--- config.mk ---
export PLATFORM = sky130hd
export DESIGN_NAME = asc_regs
export DESIGN_NICKNAME = d
export VERILOG_FILES = /design/src/logic/asc_pkg.sv /design/src/logic/asc_regs.sv
export SDC_FILE = /design/constraint.sdc
export NUM_CORES = 1
export LEC_CHECK = 0
export BUFFER_PORTS_ARGS = -buffer_cell sky130_fd_sc_hd__buf_2
export CAP_MARGIN = 10
export CELL_PAD_IN_SITES_DETAIL_PLACEMENT = 1
export CELL_PAD_IN_SITES_GLOBAL_PLACEMENT = 1
export CORE_ASPECT_RATIO = 0.7
export CORE_MARGIN = 5
export CORE_UTILIZATION = 45
export CTS_CLUSTER_SIZE = 24
export DETAILED_ROUTE_END_ITERATION = 8
export PLACE_DENSITY_LB_ADDON = 0.3
export SLEW_MARGIN = 30
export SYNTH_ARGS = -nofsm -noshare
export SYNTH_HDL_FRONTEND = slang
export SYNTH_SLANG_ARGS = --single-unit
export TNS_END_PERCENT = 1
--- constraint.sdc ---
create_clock -name clk -period 2.6 [get_ports clk]
set_input_delay 0.13 -clock clk [delete_from_list [all_inputs] [get_ports clk]]
set_output_delay 0.13 -clock clk [all_outputs]
set_load 0.05 [all_outputs]
--- src/logic/asc_pkg.sv ---
// asc_pkg: register map, field positions, reset values and carrier types
// for the synthesizer control register bank. assumes a 50 MHz system clock.
package asc_pkg;
    localparam int unsigned ASC_ADDR_W   = 8;
    localparam int unsigned ASC_NIB_W    = 4;
    localparam int unsigned ASC_NUM_CH   = 8;
    localparam int unsigned ASC_CH_W     = 3;
    localparam int unsigned ASC_PTR_LOCS = 15;
    localparam int unsigned ASC_PTR_W    = 4;
    localparam int unsigned ASC_SAMPLE_W = 13;
    localparam int unsigned ASC_PH_W     = 14;
    localparam int unsigned ASC_BT_W     = 4;

    // byte addresses are four times the printed index
    localparam logic [ASC_ADDR_W-1:0] ASC_IDX_ENV_LO  = 8'h06;
    localparam logic [ASC_ADDR_W-1:0] ASC_IDX_ENV_HI  = 8'h07;
    localparam logic [ASC_ADDR_W-1:0] ASC_IDX_CHARC   = 8'h0A;
    localparam logic [ASC_ADDR_W-1:0] ASC_IDX_AUD     = 8'h0B;
    localparam logic [ASC_ADDR_W-1:0] ASC_IDX_TIMER   = 8'h0C;
    localparam logic [ASC_ADDR_W-1:0] ASC_IDX_DECMD   = 8'h0D;
    localparam logic [ASC_ADDR_W-1:0] ASC_IDX_ENABLES = 8'h0E;
    localparam logic [ASC_ADDR_W-1:0] ASC_IDX_VOL     = 8'h0F;
    localparam logic [ASC_ADDR_W-1:0] ASC_IDX_CHSEL   = 8'h12;

    localparam logic [3:0] ASC_RST_CHARC   = 4'h0;
    localparam logic [3:0] ASC_RST_VOL     = 4'h2;
    localparam logic [3:0] ASC_RST_ENABLES = 4'h0;
    localparam logic [3:0] ASC_RST_CHSEL   = 4'h0;
    localparam logic [3:0] ASC_RST_DECMD   = 4'hE;
    localparam logic [3:0] ASC_RST_TIMER   = 4'h0;
    localparam logic [7:0] ASC_RST_ENV     = 8'h00;

    localparam int unsigned ASC_EN_IRQ   = 0;
    localparam int unsigned ASC_EN_AUDIO = 1;
    localparam int unsigned ASC_EN_NFILT = 2;
    localparam int unsigned ASC_EN_MIXER = 3;
    localparam int unsigned ASC_DM_TAIL  = 1;
    localparam int unsigned ASC_DM_HDEC  = 2;
    localparam int unsigned ASC_DM_TDEC  = 3;

    localparam logic [1:0] ASC_CNT_8 = 2'b00;
    localparam logic [1:0] ASC_CNT_6 = 2'b01;
    localparam logic [1:0] ASC_CNT_4 = 2'b10;
    localparam logic [1:0] ASC_CNT_2 = 2'b11;

    localparam int unsigned ASC_CLK_HZ = 50_000_000;
    // base timer tick: shortest interval 0.064 ms = 64000 ns
    localparam int unsigned ASC_BT_BASE_NS = 64_000;
    localparam int unsigned ASC_CLK_NS     = 20;
    localparam int unsigned ASC_BT_BASE_CYC = ASC_BT_BASE_NS / ASC_CLK_NS;
    // intervals 0.064/0.128/0.256/1.024 ms as multiples of base
    localparam logic [4:0] ASC_MUL_0 = 5'd1;
    localparam logic [4:0] ASC_MUL_1 = 5'd2;
    localparam logic [4:0] ASC_MUL_2 = 5'd4;
    localparam logic [4:0] ASC_MUL_3 = 5'd16;
    localparam int unsigned ASC_BT_BIT3 = 3;

    typedef enum logic [1:0] {
        ASC_OUT_PP  = 2'b00,
        ASC_OUT_DAC = 2'b01,
        ASC_OUT_PWM = 2'b11
    } asc_out_t;

    typedef enum logic [1:0] {
        ASC_OP_NONE  = 2'b00,
        ASC_OP_START = 2'b01,
        ASC_OP_STOP  = 2'b11,
        ASC_OP_SECT  = 2'b10
    } asc_op_t;

    typedef struct packed {
        logic                irq_en;
        logic                audio_en;
        logic                nfilt_en;
        logic                mixer_en;
        asc_out_t            out_sel;
        logic [3:0]          volume;
        logic [ASC_NUM_CH-1:0] ch_active;
    } asc_cfg_t;

    typedef struct packed {
        logic [ASC_CH_W-1:0] ch;
        logic [7:0]          env;
        logic                tail_en;
        logic                head_adpcm;
        logic                tail_adpcm;
    } asc_chan_t;
endpackage : asc_pkg

--- src/logic/asc_regs.sv ---
// asc_regs: control/status register bank of the 8-channel synthesizer.
// assumes one Avalon-MM master (the core) on clk, word addressed by 4x index.
// Functional notes
// [RULE1] channel-count field selects 8, 6, 4 or 2 active channels
// [RULE2] six-channel setting runs slots 0,1,2,3,4,5,2,3
// [RULE3] bits 3:2 pick push-pull (0x), DAC (10) or PWM (11)
// [RULE4] push-pull mode mixes every active channel onto one output
// [RULE5] software avoids changing output stage while playing
// [RULE6] mixer volume has sixteen steps, 0x0 quietest, 0xF loudest
// [RULE7] software picks volume per channel count: 2,3,4,8,F
// [RULE8] enable bit 0 gates the timer interrupt; interval set first
// [RULE9] enable bit 1 turns audio output on; configure first
// [RULE10] enable bit 2 turns noise filter on; not cleared in playback
// [RULE11] enable bit 3 turns the channel mixer on
// [RULE12] audio level reads top four sample bits, two's complement
// [RULE13] channel selector steers envelope and decoder-mode copies
// [RULE14] channel operations act only on the selected channel
// [RULE15] selector also names one of 15 pointer/stack locations
// [RULE16] envelope updates only when the high nibble is written
// [RULE17] decoder-mode bit 1 includes the tail waveform
// [RULE18] tail-only melody uses head plus tail with equal waves
// [RULE19] decoder-mode bits 3:2 switch the adaptive decoder per wave
// [RULE20] timer register read returns the base timer counter
// [RULE21] timer register low bits select the interrupt period
//
// Added by the designer: the Avalon-MM slave port.
`default_nettype none
module asc_regs
    import asc_pkg::*;
#(
    parameter int unsigned BT_BASE_CYC = asc_pkg::ASC_BT_BASE_CYC
) (
    input  wire logic                              clk,
    input  wire logic                              rst_n,
    input  wire logic                              clk_en,
    input  wire logic [asc_pkg::ASC_ADDR_W+1:0]    avs_address,
    input  wire logic                              avs_read,
    input  wire logic                              avs_write,
    input  wire logic [31:0]                       avs_writedata,
    input  wire logic [3:0]                        avs_byteenable,
    output logic      [31:0]                       avs_readdata,
    output logic                                   avs_waitrequest,
    input  wire logic [asc_pkg::ASC_SAMPLE_W-1:0]  mixer_sample,
    input  wire logic                              chan_op_valid,
    input  wire asc_pkg::asc_op_t                  chan_op,
    output asc_pkg::asc_cfg_t                      cfg,
    output asc_pkg::asc_chan_t                     sel_chan,
    output asc_pkg::asc_op_t                       op_out,
    output logic      [asc_pkg::ASC_NUM_CH-1:0]    op_target,
    output logic      [asc_pkg::ASC_PTR_W-1:0]     ptr_loc,
    output logic      [asc_pkg::ASC_CH_W-1:0]      slot_ch,
    output logic                                   timer_irq
);
    import asc_pkg::*;

    logic [3:0]            charc;
    logic [3:0]            volume;
    logic [3:0]            enables;
    logic [3:0]            chsel;
    logic [1:0]            int_sel;
    logic [3:0]            env_lo_stage [ASC_NUM_CH];
    logic [7:0]            env          [ASC_NUM_CH];
    logic [3:0]            decmd        [ASC_NUM_CH];
    // one extra bit: the top readable bit must follow 1.024 ms, not 0.512
    logic [ASC_BT_W:0]     bt_count;
    logic                  bt_tick;
    logic [5:0]            irq_span;
    logic                  irq_wrap;
    logic [31:0]           bt_div;
    logic [4:0]            irq_div;
    logic [2:0]            slot;
    logic                  ack;
    logic [3:0]            aud_level;
    logic                  acc;
    logic                  wr_hit;
    logic [ASC_ADDR_W-1:0] idx;
    logic [ASC_CH_W-1:0]   ch;
    logic [3:0]            wnib;

    assign acc    = (avs_read || avs_write) && !ack;
    assign wr_hit = clk_en && avs_write && !ack && avs_byteenable[0];
    assign idx    = avs_address[ASC_ADDR_W+1:2];
    assign ch     = chsel[ASC_CH_W-1:0]; // RULE13
    assign wnib   = avs_writedata[3:0];
    assign ack    = !avs_waitrequest;

    function automatic logic [ASC_NUM_CH-1:0] active_mask(input logic [1:0] cnt);
        unique case (cnt)
            ASC_CNT_8: active_mask = 8'hFF;
            ASC_CNT_6: active_mask = 8'h3F;
            ASC_CNT_4: active_mask = 8'h0F;
            ASC_CNT_2: active_mask = 8'h03;
        endcase
    endfunction : active_mask

    function automatic asc_out_t out_stage(input logic [1:0] sel);
        if (!sel[1]) begin
            out_stage = ASC_OUT_PP;
        end else if (!sel[0]) begin
            out_stage = ASC_OUT_DAC;
        end else begin
            out_stage = ASC_OUT_PWM;
        end
    endfunction : out_stage

    function automatic logic [4:0] int_mult(input logic [1:0] sel);
        unique case (sel)
            2'b00: int_mult = ASC_MUL_0;
            2'b01: int_mult = ASC_MUL_1;
            2'b10: int_mult = ASC_MUL_2;
            2'b11: int_mult = ASC_MUL_3;
        endcase
    endfunction : int_mult

    // one wait cycle per access; the answer lasts one cycle
    always_ff @(posedge clk or negedge rst_n) begin
        if (!rst_n) begin
            avs_waitrequest <= 1'b1;
        end else if (clk_en) begin
            avs_waitrequest <= !acc;
        end
    end

    // global control registers
    always_ff @(posedge clk or negedge rst_n) begin
        if (!rst_n) begin
            charc   <= ASC_RST_CHARC;
            volume  <= ASC_RST_VOL;
            enables <= ASC_RST_ENABLES;
            chsel   <= ASC_RST_CHSEL;
            int_sel <= ASC_RST_TIMER[1:0];
        end else if (wr_hit) begin
            unique case (idx)
                ASC_IDX_CHARC:   charc   <= wnib; // RULE1 RULE3
                ASC_IDX_VOL:     volume  <= wnib; // RULE6
                ASC_IDX_ENABLES: enables <= wnib; // RULE8 RULE9 RULE10 RULE11
                ASC_IDX_CHSEL:   chsel   <= wnib; // RULE13 RULE15
                ASC_IDX_TIMER:   int_sel <= wnib[1:0]; // RULE21
                default: ;
            endcase
        end
    end

    // per-channel copies, steered by the selector
    generate
        for (genvar i = 0; i < ASC_NUM_CH; i++) begin : g_ch
            always_ff @(posedge clk or negedge rst_n) begin
                if (!rst_n) begin
                    env_lo_stage[i] <= ASC_RST_ENV[3:0];
                    env[i]          <= ASC_RST_ENV;
                    decmd[i]        <= ASC_RST_DECMD;
                end else if (wr_hit && ch == ASC_CH_W'(i)) begin // RULE13
                    if (idx == ASC_IDX_ENV_LO) begin
                        env_lo_stage[i] <= wnib;
                    end
                    // low nibble is staged; envelope moves as a byte
                    if (idx == ASC_IDX_ENV_HI) begin
                        env[i] <= {wnib, env_lo_stage[i]}; // RULE16
                    end
                    if (idx == ASC_IDX_DECMD) begin
                        decmd[i] <= wnib; // RULE17 RULE19
                    end
                end
            end
        end
    endgenerate

    // RULE12: top four bits of the 13-bit sample, sign first
    assign aud_level = mixer_sample[ASC_SAMPLE_W-1 -: 4];

    always_ff @(posedge clk or negedge rst_n) begin
        if (!rst_n) begin
            avs_readdata <= 32'h0000_0000;
        end else if (clk_en) begin
            avs_readdata <= 32'h0000_0000;
            if (avs_read && !ack) begin
                unique case (idx)
                    ASC_IDX_ENV_LO:  avs_readdata[3:0] <= env_lo_stage[ch];
                    ASC_IDX_ENV_HI:  avs_readdata[3:0] <= env[ch][7:4];
                    ASC_IDX_CHARC:   avs_readdata[3:0] <= charc;
                    ASC_IDX_AUD:     avs_readdata[3:0] <= aud_level; // RULE12
                    ASC_IDX_TIMER:   avs_readdata[3:0] <= {bt_count[ASC_BT_W],
                                                           bt_count[ASC_BT_W-2:0]}; // RULE20
                    ASC_IDX_DECMD:   avs_readdata[3:0] <= decmd[ch];
                    ASC_IDX_ENABLES: avs_readdata[3:0] <= enables;
                    ASC_IDX_VOL:     avs_readdata[3:0] <= volume;
                    ASC_IDX_CHSEL:   avs_readdata[3:0] <= chsel;
                    default: ;
                endcase
            end
        end
    end

    // base timer: ticks every half base interval
    assign bt_tick  = bt_div == BT_BASE_CYC / 2 - 1;
    // period in half-interval ticks; >= keeps a shortened period safe
    assign irq_span = {int_mult(int_sel), 1'b0}; // RULE21
    assign irq_wrap = {1'b0, irq_div} + 6'h01 >= irq_span;

    always_ff @(posedge clk or negedge rst_n) begin
        if (!rst_n) begin
            bt_div   <= 32'h0000_0000;
            bt_count <= '0;
            irq_div  <= 5'h00;
        end else if (clk_en) begin
            if (bt_tick) begin
                bt_div   <= 32'h0000_0000;
                bt_count <= bt_count + 1'b1; // RULE20
                irq_div  <= irq_wrap ? 5'h00 : irq_div + 5'h01;
            end else begin
                bt_div <= bt_div + 32'h0000_0001;
            end
        end
    end

    always_ff @(posedge clk or negedge rst_n) begin
        if (!rst_n) begin
            timer_irq <= 1'b0;
        end else if (clk_en) begin
            timer_irq <= enables[ASC_EN_IRQ] && bt_tick && irq_wrap; // RULE8 RULE21
        end
    end

    // synthesis slot sequencer: eight slots per sample cycle
    always_ff @(posedge clk or negedge rst_n) begin
        if (!rst_n) begin
            slot    <= 3'h0;
            slot_ch <= '0;
        end else if (clk_en) begin
            slot <= slot + 1'b1;
            unique case (charc[1:0]) // RULE1
                ASC_CNT_8: slot_ch <= slot;
                ASC_CNT_6: slot_ch <= slot[2:1] == 2'b11 ? {1'b0, slot[1:0]} : slot; // RULE2
                ASC_CNT_4: slot_ch <= {1'b0, slot[1:0]};
                ASC_CNT_2: slot_ch <= {2'b00, slot[0]};
            endcase
        end
    end

    // configuration and selected-channel view
    always_ff @(posedge clk or negedge rst_n) begin
        if (!rst_n) begin
            cfg       <= '0;
            sel_chan  <= '0;
            op_out    <= ASC_OP_NONE;
            op_target <= '0;
            ptr_loc   <= '0;
        end else if (clk_en) begin
            cfg.irq_en    <= enables[ASC_EN_IRQ]; // RULE8
            cfg.audio_en  <= enables[ASC_EN_AUDIO]; // RULE9
            cfg.nfilt_en  <= enables[ASC_EN_NFILT]; // RULE10
            cfg.mixer_en  <= enables[ASC_EN_MIXER]; // RULE11
            cfg.out_sel   <= out_stage(charc[3:2]); // RULE3 RULE4
            cfg.volume    <= volume; // RULE6
            cfg.ch_active <= active_mask(charc[1:0]); // RULE1 RULE2
            sel_chan.ch         <= ch;
            sel_chan.env        <= env[ch];
            sel_chan.tail_en    <= decmd[ch][ASC_DM_TAIL]; // RULE17
            sel_chan.head_adpcm <= decmd[ch][ASC_DM_HDEC]; // RULE19
            sel_chan.tail_adpcm <= decmd[ch][ASC_DM_TDEC]; // RULE19
            ptr_loc <= chsel == 4'hF ? 4'hE : chsel; // RULE15
            op_out  <= chan_op_valid ? chan_op : ASC_OP_NONE;
            op_target <= chan_op_valid ? (8'h01 << ch) : 8'h00; // RULE14
        end
    end
endmodule : asc_regs
`default_nettype wire

==> out/summary.txt <==
status -> finished, final reports clean
critical path, cell by cell -> ha_1, inv_1, ha_1, a21bo_2, a21o_1, a211o_1, a21o_1, nor2_1, mux2_2
Fill cells -> 2553
Post-CTS Hold Buffers -> 9
Synth area leader -> dfrtp_1
IO Port Bufs -> 79
top cells by count, synth -> dfrtp_1 (216), mux2_2 (164), nand2_1 (61)
f_max -> 0.410 GHz
Max VDD drop -> 462 uV
Cell Pwr Density -> 651 nW/um^2
routed via count -> 7485
final WL -> 29400 um
critical-path maximum fanout -> 5
Avg Inst Size Synth -> 12.6 um^2
Core Area -> 24800 um^2
clock sink total -> 242
Post-synth EDFFs -> 0
RSZ-0062 raised after global routing -> false
CP required -> 3060 ps
Max-cap violations -> 0
reg-to-reg endpoint -> irq_div[0]$_DFFE_PN0P_
Avg WL per Cell -> 22.0 um
Crit Path Class -> register to register
synthesized netlist cell count -> 903
drt drc -> 0
site row count -> 48
Top delay family on crit path -> compound AO/OA/AOI/OAI gates
CP Capture Type -> register
clk buf depth -> 3
Setup TNS Final -> 0 ps
CTS buffer count -> 25
min-delay src -> avs_address[9]
Post-Synthesis Cell Area -> 11400 um^2
final RePlAce weighted congestion -> 0.806
hpwl dp -> 20300 um
largest net degree at the start of global routing -> 69
CP Launch Type -> register
Starting Density -> 46.0%
share of cells above drive strength 1 -> 38.0%
Yosys cell types -> 59
Die H -> 143 um
gr ovfl total -> 0
first-pass GRT wire length -> 47200 um
Period minus WS final -> 2440 ps
Setup Skew -> 27.7 ps
gr usage total -> 20.5%
Tcrit/Tclk final -> 93.7%
drt initial violations -> 409
post-route setup slack -> 163 ps
initial antenna violation count -> 1
CP peak stage delay -> 410 ps
Hold Crit Class -> input pin to register
register area share after synthesis -> 53.3%
Avg Vias per Cell -> 5.60
Die ar. -> 28700 um^2
most numerous cell in the Yosys netlist -> dfrtp_1
clock root buffer -> clkbuf_16
# setup viols final -> 0
FFs w/ async S/R, synth -> 100%
Design Power -> 8.53 mW
top cells by area, synth -> dfrtp_1 (47%), mux2_2 (16%), dfstp_2 (6.0%)
CTS tree -> built
Final nets -> 1068
WP data arrival -> 2900 ps
Hold Path Depth -> 4
worst path bufs/invs -> 1
static leakage -> 6.13 nW
DIE WIDTH -> 200 um
Min-Delay Endpoint -> avs_readdata[2]$_DFFE_PN0P_
start of the worst register-to-register path -> irq_div[0]$_DFFE_PN0P_
Top Ports -> 150
Slew headroom -> 52.3%
Seq cells post-synth -> 242
R2R cell count -> 9
vias in the first global route -> 8008
Post-DRT Antenna Nets -> 0
diode count -> 0
buffer count from post-CTS setup fixing -> 0
Slew @ Worst Pin -> 715 ps
Slew Limit Fails -> 0
CTS resizes -> 0
Synth warnings -> 0
Pre-antenna DRT Iters -> 4
Area Overhead vs Synth -> 14.9%
Most used DFF post-synth -> dfrtp_1
CP max-delay cell -> dfrtp_1
Skew-Pair Late Insertion Delay -> 530 ps
H-tree levels -> 1
Setup WS pre-CTS -> 151 ps
FF-to-FF setup slack -> 160 ps
clock transition at the registers of the reported paths -> 60 ps
top-area cell type share of the netlist area -> 47.3%
Hold Violations, Final -> 0
[stage by stage]
| stage | utilization (%) | hold WS (ps) | instances | instance area (um^2) |
|---|---|---|---|---|
| 2_1_floorplan | - | -166 | 930 | 11500 |
| 3_3_place_gp | 49.0 | 127 | 1282 | 12100 |
| 3_5_place_dp | 49.0 | 131 | 1282 | 12100 |
| 4_1_cts | 52.9 | 30.6 | 1337 | 13100 |
| 5_1_grt | 52.9 | 71.2 | 1337 | 13100 |
| 6_report | 52.9 | 53.2 | 1337 | 13100 |
[registers in the layout, indices dropped and copies added, names as in the netlist, 5 cells and up]
register	cells
bt_count	5
bt_div	32
cfg	14
decmd	32
env	64
env_lo_stage	32
irq_div	5
op_target	8
sel_chan	14
[how the worst max path moves through the flow]
stage / end / cells past startpoint / from / slack [ps]
global route: irq_div[0]$_DFFE_PN0P_ / 9 / irq_div[0]$_DFFE_PN0P_ / 50
detailed placement: irq_div[0]$_DFFE_PN0P_ / 9 / irq_div[0]$_DFFE_PN0P_ / 150
floorplan: irq_div[0]$_DFFE_PN0P_ / 9 / irq_div[0]$_DFFE_PN0P_ / 390
finish: irq_div[0]$_DFFE_PN0P_ / 9 / irq_div[0]$_DFFE_PN0P_ / 160
global placement: irq_div[0]$_DFFE_PN0P_ / 9 / irq_div[0]$_DFFE_PN0P_ / 190
CTS: irq_div[0]$_DFFE_PN0P_ / 9 / irq_div[0]$_DFFE_PN0P_ / 130
[tightest hold or removal path: cells and delay by family]
kind,cells,cell delay (ps)
AOI/OAI and AO/OA,1,90
and+or+nand+nor,2,160
buffers and inverters,1,140
[final cells by class]
cell class / count / area [um^2] / area share, %
repair buffers: 113 / 748 / 5.70
multi-input cells: 583 / 4880 / 37.2
inverters: 28 / 105 / 0.801
well taps: 325 / 407 / 3.10
clock buffers: 34 / 709 / 5.41
clock inverters: 12 / 173 / 1.32
flip-flops and latches: 242 / 6090 / 46.4
[power by group]
group	internal, mW	switching (mW)
registers	3.88	0.108
logic	0.189	0.533
clock network	2.31	1.51
total	6.38	2.15
[cell families after synthesis]
kind of cell / Yosys count / synth area share, %
xor+xnor: 38 / 2.92
simple gates: 226 / 10.5
buf+inv: 105 / 4.78
compound gates: 70 / 3.93
other cells: 1 / 0.0328
fa+ha+maj: 8 / 0.877
mux: 213 / 23.7
flops: 242 / 53.3
[cell usage in the layout (no fill, tap or decap), drive strengths merged, types with 3 or more instances in the layout]
cell,synthesis,layout
xor2,8,8
nor2b,5,5
ha,8,8
and2,5,5
dlygate4sd3,0,9
a31oi,7,7
nand2b,10,10
nor4b,6,6
bufinv,0,4
mux2i,20,20
and4,3,3
a21oi,8,8
nor2,47,47
conb,1,28
nor4,10,10
mux4,29,29
clkinv,1,6
nand2,61,61
nand3,32,32
inv,27,28
mux2,164,164
nand4,20,20
a22oi,7,7
nor3,10,10
clkbuf,26,34
o22ai,7,7
dfstp,26,26
o21ai,23,23
dfrtp,216,216
and3,11,11
xnor2,30,30
buf,51,104
a22o,4,4
[per-layer routing]
metal | vias up | GRT usage [%] | part of all wire (%)
met5 | - | 0 | 0
met3 | 30 | 3.38 | 4.5
met4 | 0 | 2.75 | 1.2
met1 | 3933 | 31.3 | 50
met2 | 157 | 32.1 | 45
li1 | 3365 | - | -
(Power assumes the default switching activity.)
